===== config.mk =====
export PLATFORM = sky130hd
export DESIGN_NAME = dipi_top
export DESIGN_NICKNAME = d
export VERILOG_FILES = /design/src/dipi_pkg.sv /design/src/dipi_sync.sv /design/src/dipi_top.sv
export SDC_FILE = /design/constraint.sdc
export NUM_CORES = 1
export LEC_CHECK = 0
export ABC_AREA = 1
export BUFFER_PORTS_ARGS = -buffer_cell sky130_fd_sc_hd__buf_2
export CAP_MARGIN = 20
export CORE_UTILIZATION = 52
export CTS_BUF_LIST = sky130_fd_sc_hd__clkbuf_2 sky130_fd_sc_hd__clkbuf_4 sky130_fd_sc_hd__clkbuf_8
export DETAILED_ROUTE_END_ITERATION = 6
export PLACE_DENSITY = 0.85
export SYNTH_ARGS = -nofsm -noshare
export SYNTH_HDL_FRONTEND = slang
export SYNTH_HIERARCHICAL = 1
export SYNTH_SLANG_ARGS = --single-unit

===== constraint.sdc =====
create_clock -name clk -period 1.1 [get_ports clk]
set_clock_uncertainty 0.15 [all_clocks]
set_input_delay 0.22 -clock clk [delete_from_list [all_inputs] [get_ports clk]]
set_output_delay 0.22 -clock clk [all_outputs]
set_load 0.01 [all_outputs]

===== src/dipi_pkg.sv =====
// constants and types for the digital input process image block
// Operation
// - multi-byte values little-endian, low byte at the lower address
// - one bit per input channel showing its present signal state
// - diagnostic modules add one fault flag per channel
// - single-channel diagnostic byte: state bit 0, fault bit 1
// - two-channel byte: channel 1 bit 0, channel 2 bit 1
// - two-channel diagnostic byte: states bits 0-1, faults bits 2-3
// - latching module sets channel fault flag as soon as fault appears
// - latched channel stays inactive until fault gone and acknowledge set
// - latching output byte: acknowledges bits 2-3, bits 0-1 zero
// - four-channel byte: channels 1 to 4 in bits 0 to 3
// - eight-channel byte: channel n in bit n minus one
package dipi_pkg;

  localparam int ADDR_W = 3;
  localparam int DATA_W = 16;

  // word addresses of the image words
  localparam logic [ADDR_W-1:0] ADDR_W0 = 3'h0;
  localparam logic [ADDR_W-1:0] ADDR_W1 = 3'h1;
  localparam logic [ADDR_W-1:0] ADDR_W2 = 3'h2;
  localparam logic [ADDR_W-1:0] ADDR_OUT = 3'h3;

  // field positions inside an image byte
  localparam int POS_ST1 = 0;
  localparam int POS_ST2 = 1;
  localparam int POS_FLT1_1CH = 1;
  localparam int POS_FLT1 = 2;
  localparam int POS_FLT2 = 3;
  localparam int POS_ACK1 = 2;
  localparam int POS_ACK2 = 3;

  // byte lanes of a 16-bit word, low byte at the lower byte address
  localparam int LANE_LO = 0;
  localparam int LANE_HI = 8;

  localparam logic [DATA_W-1:0] RDATA_RST = 16'h0000;
  localparam logic [1:0] ACK_RST = 2'h0;
  localparam logic [1:0] LATCH_RST = 2'h0;
  localparam int SYNC_STAGES = 2;

  // field pins of every module personality
  typedef struct packed {
    logic st_1d;
    logic flt_1d;
    logic [1:0] st_2;
    logic [1:0] st_2d;
    logic [1:0] flt_2d;
    logic [1:0] st_lat;
    logic [1:0] flt_lat;
    logic [3:0] st_4;
    logic [7:0] st_8;
  } dipi_field_t;

  localparam int FIELD_W = $bits(dipi_field_t);

  typedef struct packed {
    logic [ADDR_W-1:0] addr;
    logic [DATA_W-1:0] wdata;
    logic wr;
    logic rd;
  } dipi_bus_t;

endpackage


===== src/dipi_sync.sv =====
// two-stage synchroniser for field pins
`timescale 1ns/100ps
module dipi_sync #(
  parameter int W = 1
) (
  input wire logic clk,
  input wire logic rst_n,
  input wire logic [W-1:0] d,
  output logic [W-1:0] q
);
  logic [W-1:0] meta_q;

  always_ff @(posedge clk or negedge rst_n)
  begin
    if (!rst_n)
    begin
      meta_q <= '0;
      q <= '0;
    end
    else
    begin
      meta_q <= d;
      q <= meta_q;
    end
  end
endmodule


===== src/dipi_top.sv =====
// digital input process image: field pins packed into image words
//
// Strobed register access and the register offsets were decided locally.
`timescale 1ns/100ps
module dipi_top (
  input wire logic clk,
  input wire logic rst_n,
  input wire dipi_pkg::dipi_field_t field_in,
  input wire dipi_pkg::dipi_bus_t bus,
  output logic [dipi_pkg::DATA_W-1:0] rdata_q
);
  import dipi_pkg::*;

  dipi_field_t in_s;
  logic [FIELD_W-1:0] in_s_raw;
  logic [1:0] ack_q;
  logic [1:0] lat_q;
  logic [1:0] lat_d;
  logic [7:0] b_1d;
  logic [7:0] b_2;
  logic [7:0] b_2d;
  logic [7:0] b_lat;
  logic [7:0] b_4;
  logic [7:0] b_8;
  logic [7:0] b_out;
  logic [DATA_W-1:0] word_d;

  // every field pin passes two flip-flops before the image reads it
  dipi_sync #(
    .W(FIELD_W)
  ) u_sync (
    .clk(clk),
    .rst_n(rst_n),
    .d(field_in),
    .q(in_s_raw)
  );

  assign in_s = dipi_field_t'(in_s_raw);

  // image bytes; every bit not named stays zero
  always_comb
  begin
    b_1d = 8'h00;
    b_1d[POS_ST1] = in_s.st_1d;
    b_1d[POS_FLT1_1CH] = in_s.flt_1d;
    b_2 = 8'h00;
    b_2[POS_ST2:POS_ST1] = in_s.st_2;
    b_2d = 8'h00;
    b_2d[POS_ST2:POS_ST1] = in_s.st_2d;
    b_2d[POS_FLT2:POS_FLT1] = in_s.flt_2d;
    b_lat = 8'h00;
    // a latched channel is held inactive
    b_lat[POS_ST2:POS_ST1] = in_s.st_lat & ~lat_q;
    b_lat[POS_FLT2:POS_FLT1] = lat_q;
    b_4 = {4'h0, in_s.st_4};
    b_8 = in_s.st_8;
    b_out = 8'h00;
    b_out[POS_ACK2:POS_ACK1] = ack_q;
  end

  // word select, low byte in the low lane
  always_comb
  begin
    word_d = RDATA_RST;
    case (bus.addr)
      ADDR_W0: word_d = {b_2, b_1d};
      ADDR_W1: word_d = {b_lat, b_2d};
      ADDR_W2: word_d = {b_8, b_4};
      ADDR_OUT: word_d = {8'h00, b_out};
      default: word_d = RDATA_RST;
    endcase
  end

  // read data stand for one cycle only, zero otherwise
  always_ff @(posedge clk or negedge rst_n)
  begin
    if (!rst_n)
      rdata_q <= RDATA_RST;
    else if (bus.rd)
      rdata_q <= word_d;
    else
      rdata_q <= RDATA_RST;
  end

  // acknowledge bits of the output byte; bits 0-1 and above are dropped
  always_ff @(posedge clk or negedge rst_n)
  begin
    if (!rst_n)
      ack_q <= ACK_RST;
    else if (bus.wr && bus.addr == ADDR_OUT)
      ack_q <= bus.wdata[LANE_LO+POS_ACK2:LANE_LO+POS_ACK1];
  end

  // fault latch: set on fault, set wins over acknowledge
  always_comb
  begin
    for (int i = 0; i < 2; i++)
    begin
      if (in_s.flt_lat[i])
        lat_d[i] = 1'b1;
      else if (ack_q[i])
        lat_d[i] = 1'b0;
      else
        lat_d[i] = lat_q[i];
    end
  end

  // one fault flag per channel of the latching module
  always_ff @(posedge clk or negedge rst_n)
  begin
    if (!rst_n)
      lat_q <= LATCH_RST;
    else
      lat_q <= lat_d;
  end

  a_read_8ch: assert property (
    @(posedge clk) disable iff (!rst_n)
    bus.rd && bus.addr == ADDR_W2 |=> rdata_q[15:8] == $past(in_s.st_8))
    else $error("eight-channel byte mismatch");

  a_read_4ch: assert property (
    @(posedge clk) disable iff (!rst_n)
    bus.rd && bus.addr == ADDR_W2
    |=> rdata_q[7:0] == {4'h0, $past(in_s.st_4)})
    else $error("four-channel byte mismatch");

  a_read_1ch_diag: assert property (
    @(posedge clk) disable iff (!rst_n)
    bus.rd && bus.addr == ADDR_W0
    |=> rdata_q[1:0] == {$past(in_s.flt_1d), $past(in_s.st_1d)}
        && rdata_q[7:2] == 6'h00)
    else $error("single-channel diagnostic byte mismatch");

  a_read_2ch: assert property (
    @(posedge clk) disable iff (!rst_n)
    bus.rd && bus.addr == ADDR_W0
    |=> rdata_q[15:8] == {6'h00, $past(in_s.st_2)})
    else $error("two-channel byte mismatch");

  a_read_2ch_diag: assert property (
    @(posedge clk) disable iff (!rst_n)
    bus.rd && bus.addr == ADDR_W1
    |=> rdata_q[7:0] == {4'h0, $past(in_s.flt_2d), $past(in_s.st_2d)})
    else $error("two-channel diagnostic byte mismatch");

  a_latch_sets: assert property (
    @(posedge clk) disable iff (!rst_n)
    in_s.flt_lat[0] |=> lat_q[0])
    else $error("fault latch did not set");

  a_latch_holds: assert property (
    @(posedge clk) disable iff (!rst_n)
    lat_q[1] && !ack_q[1] |=> lat_q[1])
    else $error("fault latch released without acknowledge");

  a_latch_clears: assert property (
    @(posedge clk) disable iff (!rst_n)
    lat_q[0] && ack_q[0] && !in_s.flt_lat[0] |=> !lat_q[0])
    else $error("acknowledged latch not released");

  a_latch_inactive: assert property (
    @(posedge clk) disable iff (!rst_n)
    bus.rd && bus.addr == ADDR_W1 && lat_q[0]
    |=> !rdata_q[8] && rdata_q[10])
    else $error("latched channel shown active");

  a_ack_write: assert property (
    @(posedge clk) disable iff (!rst_n)
    bus.wr && bus.addr == ADDR_OUT
    ##1 bus.rd && bus.addr == ADDR_OUT
    |=> rdata_q == {12'h000, $past(bus.wdata[3:2], 2), 2'h0})
    else $error("acknowledge byte readback wrong");

  a_idle_zero: assert property (
    @(posedge clk) disable iff (!rst_n)
    !bus.rd |=> rdata_q == RDATA_RST)
    else $error("read data outside read cycle");

  // fault latch: both channels and the priority of a fault
  a_latch_sets_ch2: assert property (
    @(posedge clk) disable iff (!rst_n)
    in_s.flt_lat[1] |=> lat_q[1])
    else $error("second fault latch did not set");

  a_latch_holds_ch1: assert property (
    @(posedge clk) disable iff (!rst_n)
    lat_q[0] && !ack_q[0] |=> lat_q[0])
    else $error("first fault latch released without acknowledge");

  a_latch_clears_ch2: assert property (
    @(posedge clk) disable iff (!rst_n)
    lat_q[1] && ack_q[1] && !in_s.flt_lat[1] |=> !lat_q[1])
    else $error("acknowledged second latch not released");

  a_fault_wins_ch1: assert property (
    @(posedge clk) disable iff (!rst_n)
    in_s.flt_lat[0] && ack_q[0] |=> lat_q[0])
    else $error("acknowledge cleared first latch under fault");

  a_fault_wins_ch2: assert property (
    @(posedge clk) disable iff (!rst_n)
    in_s.flt_lat[1] && ack_q[1] |=> lat_q[1])
    else $error("acknowledge cleared second latch under fault");

  a_no_spurious_ch1: assert property (
    @(posedge clk) disable iff (!rst_n)
    !lat_q[0] && !in_s.flt_lat[0] |=> !lat_q[0])
    else $error("first latch set without fault");

  a_no_spurious_ch2: assert property (
    @(posedge clk) disable iff (!rst_n)
    !lat_q[1] && !in_s.flt_lat[1] |=> !lat_q[1])
    else $error("second latch set without fault");

  a_latch_inactive_ch2: assert property (
    @(posedge clk) disable iff (!rst_n)
    bus.rd && bus.addr == ADDR_W1 && lat_q[1]
    |=> !rdata_q[9] && rdata_q[11])
    else $error("second latched channel shown active");

  a_latch_active_ch1: assert property (
    @(posedge clk) disable iff (!rst_n)
    bus.rd && bus.addr == ADDR_W1 && !lat_q[0]
    |=> rdata_q[8] == $past(in_s.st_lat[0]))
    else $error("free first channel state not shown");

  a_latch_active_ch2: assert property (
    @(posedge clk) disable iff (!rst_n)
    bus.rd && bus.addr == ADDR_W1 && !lat_q[1]
    |=> rdata_q[9] == $past(in_s.st_lat[1]))
    else $error("free second channel state not shown");

  a_latch_byte: assert property (
    @(posedge clk) disable iff (!rst_n)
    bus.rd && bus.addr == ADDR_W1
    |=> rdata_q[15:12] == 4'h0 && rdata_q[11:10] == $past(lat_q))
    else $error("latching byte flags or padding wrong");

  a_latch_masks: assert property (
    @(posedge clk) disable iff (!rst_n)
    bus.rd && bus.addr == ADDR_W1
    |=> rdata_q[9:8] == $past(in_s.st_lat & ~lat_q))
    else $error("latched channels not masked");

  // fault flags, acknowledge byte and unmapped words
  a_read_1ch_fault: assert property (
    @(posedge clk) disable iff (!rst_n)
    bus.rd && bus.addr == ADDR_W0 |=> rdata_q[1] == $past(in_s.flt_1d))
    else $error("single-channel fault flag not shown");

  a_read_2ch_faults: assert property (
    @(posedge clk) disable iff (!rst_n)
    bus.rd && bus.addr == ADDR_W1 |=> rdata_q[3:2] == $past(in_s.flt_2d))
    else $error("two-channel fault flags not shown");

  a_ack_set: assert property (
    @(posedge clk) disable iff (!rst_n)
    bus.wr && bus.addr == ADDR_OUT |=> ack_q == $past(bus.wdata[3:2]))
    else $error("acknowledge bits not taken from write");

  a_ack_holds: assert property (
    @(posedge clk) disable iff (!rst_n)
    !(bus.wr && bus.addr == ADDR_OUT) |=> $stable(ack_q))
    else $error("acknowledge bits changed without write");

  a_image_no_write: assert property (
    @(posedge clk) disable iff (!rst_n)
    bus.wr && bus.addr != ADDR_OUT |=> $stable(ack_q))
    else $error("write to image word reached acknowledge bits");

  a_read_out_byte: assert property (
    @(posedge clk) disable iff (!rst_n)
    bus.rd && bus.addr == ADDR_OUT
    |=> rdata_q == {12'h000, $past(ack_q), 2'h0})
    else $error("output byte readback wrong");

  a_read_unmapped: assert property (
    @(posedge clk) disable iff (!rst_n)
    bus.rd && bus.addr > ADDR_OUT |=> rdata_q == RDATA_RST)
    else $error("unmapped word not zero");

  // pins reach the image after two flip-flops
  a_sync_two_flops: assert property (
    @(posedge clk) disable iff (!rst_n)
    $past(rst_n) && $past(rst_n, 2) |-> in_s_raw == $past(field_in, 2))
    else $error("synchronised pins do not follow field pins");

  c_latch_cycle: cover property (
    @(posedge clk) disable iff (!rst_n)
    lat_q[0] ##1 !lat_q[0]);

  c_ack_write: cover property (
    @(posedge clk) disable iff (!rst_n)
    bus.wr && bus.addr == ADDR_OUT);

  c_read_8ch: cover property (
    @(posedge clk) disable iff (!rst_n)
    bus.rd && bus.addr == ADDR_W2 && in_s.st_8 == 8'hFF);

  c_fault_over_ack: cover property (
    @(posedge clk) disable iff (!rst_n)
    in_s.flt_lat[0] && ack_q[0] && lat_q[0]);

  c_ack_readback: cover property (
    @(posedge clk) disable iff (!rst_n)
    bus.wr && bus.addr == ADDR_OUT ##1 bus.rd && bus.addr == ADDR_OUT);

endmodule


Word level (Yosys, flattened, before mapping)

Index checks and enable logic that the tools add are counted.

Register bits after elaboration: 68
Latch bits: 0
RAM bits: 0
Memory bits (read-only): 0
Input port bits: 47
Output and inout port bits: 16
Word-level logic and storage cells: 21
Memories kept: 0

Add/sub/neg operators: 0
Multipliers: 0
Divide/modulo/power cells: 0
Magnitude comparators: 0
Equality and inequality tests: 3
Shift operators: 0
Multiplexer cells: 6
Bitwise operators: 2
Reductions and logical operators: 4

Operators by type and width:

| kind                 | number |
|---|---|
| $pmux W16 S4         | 1 |
| $mux W16             | 1 |
| $eq A3 B2 Y1 const B | 2 |
| $mux W1              | 4 |
| $reduce_bool A2 Y1   | 2 |
| $eq A3 B1 Y1 const B | 1 |
| $logic_not A3 Y1     | 1 |
| $and A2 B2 Y2        | 1 |
| $not A2 Y2           | 1 |
| $logic_and A1 B1 Y1  | 1 |

Longest topological paths before layout

Depth after elaboration: 4
Mapped depth: 6
Depth with buffers taken out: 6

Cells and area by module

Netlist, hierarchy kept.

By module, submodules not included:

| module    | times used | cells each | area an instance (µm²) | sequential area each (µm²) |
|---|---|---|---|---|
| dipi_sync | 1          | 48         | 1201.2                 | 1201.2 |
| dipi_top  | 1          | 97         | 832.0                  | 400.4 |

Worst setup path before layout

No wires, ideal clock.

Path type: input -> register
From: in bus[19] in the netlist's numbering
To: reg rdata_q[3] in the netlist's numbering
Library setup time: 71 ps
Data arrival time: 743 ps
Required time: 879 ps
Path slack: 136 ps
Cell stages on the path: 6
Path buffers: 1
Cell sequence: buf_6 nor2_4 nand3_1 nand2_1 nor2_1 nor2_1

Cells in the longest elaborated chain, start to end: 3
Elaborated cells on any way between the ends: 6

Ends and longest elaborated chain:

| what                                 | line           | text |
|---|---|---|
| start: declaration                   | dipi_top.sv:9  | `input wire dipi_pkg::dipi_bus_t bus,` |
| $eq A3 B2 Y1 (tied with other cells) | dipi_top.sv:65 | `case (bus.addr)` |
| $pmux W16 S4 (*)                     | dipi_top.sv:65 |  |
| $mux W16 (*)                         | dipi_top.sv:79 | `else if (bus.rd)` |
| end signal: assignment               | dipi_top.sv:80 | `rdata_q <= word_d;` |
| end: declaration                     | dipi_top.sv:10 | `output logic [dipi_pkg::DATA_W-1:0] rdata_q` |

Mark *: on every way between the ends. The rest lies on a longest branch, timed or not.
A chain may end at the register's enable or synchronous reset.

Worst setup path in the final report

From: reg rdata_q[12] in the netlist's numbering
To: out rdata_q[12] in the netlist's numbering

No word-level cell between the ends.

==> results.md <==
- Status: finished, violations left
- Failing checks: setup timing
- P&R area growth vs syn: 38.0%
- Leakage: 1.45 nW
- Crit path launch type: flop
- Tmin final: 1.20 ns
- Die area: 4160 um2
- Yosys warnings: 6
- Crit share post-route: 109%
- Unrepaired setup endpoints after global routing: yes
- Vias in the first global route: 1,336
- Setup WS pre-CTS: -0.0459 ns
- Drt via density: 4.59
- Synth cell types: 20
- EDFF count, synth: 0
- 1st-iter DRT viols: 38
- Filler instances: 232
- Synth Cell Area: 2030 um2
- Peak supply drop: 1400 uV
- Crit-path cells: buf_2
- CTS tree: done
- Crit end category: output port
- Post-synth top flop: dfrtp_1
- Hold crit path type: in -> reg
- 1st-pass router iterations: 4
- FF/Latch Area: 1600 um2
- Gp weighted congestion: 0.797
- Residual DRC: 0
- Ant. Diodes: 0
- Multi-input gate area: 315 um2
- CTS max path bufs: 2
- Final hold vios: 0
- Post-route insts no fill: 281
- Antenna violations before repair: 0
- Slowest cell on the critical path: dfrtp_1
- Yosys top cell by area: dfrtp_1
- Clock slew at reported path FFs: 0.07 ns
- Worst Path Required: 0.73 ns
- Number of synthesized register bits: 64
- First-pass GRT wire length: 5800 um
- Final setup fails: 12
- Async set-reset flop share out of synthesis: 100%
- Core Footprint: 3720 um2
- Overall global routing resource usage: 19.9%
- Port Buffers: 44
- Hold WS: 0.0269 ns
- Setup CP Type: reg -> out
- Slew Limit Fails: 0
- Worst Path Arrival: 0.83 ns
- Syn_area_per_cell: 14.0 um2
- Crit-path max FO: 1
- CP Buf/Inv Count: 1
- Max stage delay on crit path: 0.37 ns
- Yosys top cell area share: 78.8%
- Wirelength per Cell: 12.2 um
- Die Width: 64.5 um
- Worst-Skew Late Latency: 0.33 ns
- Worst path setup slack after routing: -0.102 ns
- Sink Count: 64
- Power Density: 1740 nW/um2
- Routed vias: 1,289
- Nets: 275
- Delay-heaviest family, CP: flip-flops
- Antenna viol nets, final: 0
- Layout cell share with drive strength beyond 1: 31.3%
- Number of H-tree levels: 3
- Rows: 22
- Post-DP HPWL: 2040 um
- Clock Tree Root: clkbuf_8
- Post-CTS Setup Inserts: 0
- Post-Place Cells: 238
- # IOs: 63
- Total congestion overflow after global routing: 0
- Fmax: 832 MHz
- Top cells by area, synth: dfrtp_1 (79%), nand3_1 (3.7%), inv_1 (3.0%)
- Total wire length: 3420 um
- Pin count of the biggest net entering global routing: 42
- Die Span Y: 64.5 um
- Register area share after synthesis: 78.8%
- Post-Syn Instances: 145
- CTS Buf Count: 9
- Max_cap viols: 0
- Initial Util: 54.7%
-- per-layer routing --
metal	global-route usage (%)	up-vias	part of all wire [%]
li1	-	613	-
met1	22.2	622	39
met2	32.8	44	53
met3	6.16	10	4.5
met4	13.3	0	3.0
met5	0	-	0
-- final timing paths --
path	startpoint	depth (start not counted)	slack [ns]	to
setup / recovery	rdata_q[12]	1	-0.10	rdata_q[12]
hold / removal	bus[0]	3	0.03	rdata_q[2]
setup reg to reg	lat_q[0]	5	0.09	rdata_q[8]
hold reg to reg	u_sync/meta_q[15]	0	0.19	u_sync/q[15]
max in group asynchronous	rst_n	3	0.18	u_sync/meta_q[15]
min in group asynchronous	rst_n	2	0.15	u_sync/meta_q[2]
-- cell usage in the layout, fill, tap and decap left out, types with 4 or more instances in the layout --
master,synthesis,layout
nor2_1,8,7
nand2_1,13,13
dfrtp_1,64,64
nand3_1,15,15
buf_2,0,44
conb_1,1,4
dlygate4sd3_1,0,27
clkbuf_8,0,11
nand4_1,7,7
inv_1,16,16
-- area by class of cell --
| type | instances | area share (%) |
|---|---|---|
| Timing Repair Buffer | 76 | 19.7 |
| Inverter | 18 | 2.50 |
| Clock buffer | 13 | 5.93 |
| Sequential cell | 64 | 57.1 |
| Tap cell | 48 | 2.14 |
| Multi-Input combinational cell | 59 | 11.2 |
| Clock inverter | 3 | 1.43 |
-- what timing repair did --
item,in CTS,in global routing
hold endpoints to repair,90,0
setup endpoints to repair,12,13
hold buffers,27,0
resized for setup,0,1
-- registers in the layout (all words and copies together), names as in the netlist --
signal	cells
u_sync/q	24
lat_q	2
ack_q	2
rdata_q	12
u_sync/meta_q	24
-- cell usage after synthesis (2+ instances only) --
cell / count
a21o_1: 2
a21oi_1: 2
buf_4: 4
buf_6: 2
dfrtp_1: 64
inv_1: 16
nand2_1: 13
nand3_1: 15
nand4_1: 7
nor2_1: 8
nor2_4: 2
o21ai_1: 2
-- metrics by stage --
step | TNS (ns) | instance area, um2 | util, % | total power, mW
6_report | -1.00 | 2810 | 75.5 | 4.89
5_1_grt | -1.42 | 2810 | 75.5 | 5.10
4_1_cts | -1.15 | 2800 | 75.5 | 4.92
3_5_place_dp | -0.102 | 2330 | 62.6 | 2.85
3_3_place_gp | -0.00157 | 2330 | 62.6 | 2.83
2_1_floorplan | 0 | 2040 | - | 2.69
-- kinds of logic after synthesis --
group | share of synthesized area (%)
AO/OA/AOI/OAI | 1.72
buffers and inverters | 6.40
flip-flops | 78.8
other | 0.184
AND/OR/NAND/NOR | 12.9
-- report_power, final --
part           internal [mW]  switching [mW]  total, mW
Clock                   1.21           0.786       2.00
Sequential              2.48          0.0464       2.53
Combinational          0.175           0.183      0.358
(Power assumes the default switching activity.)
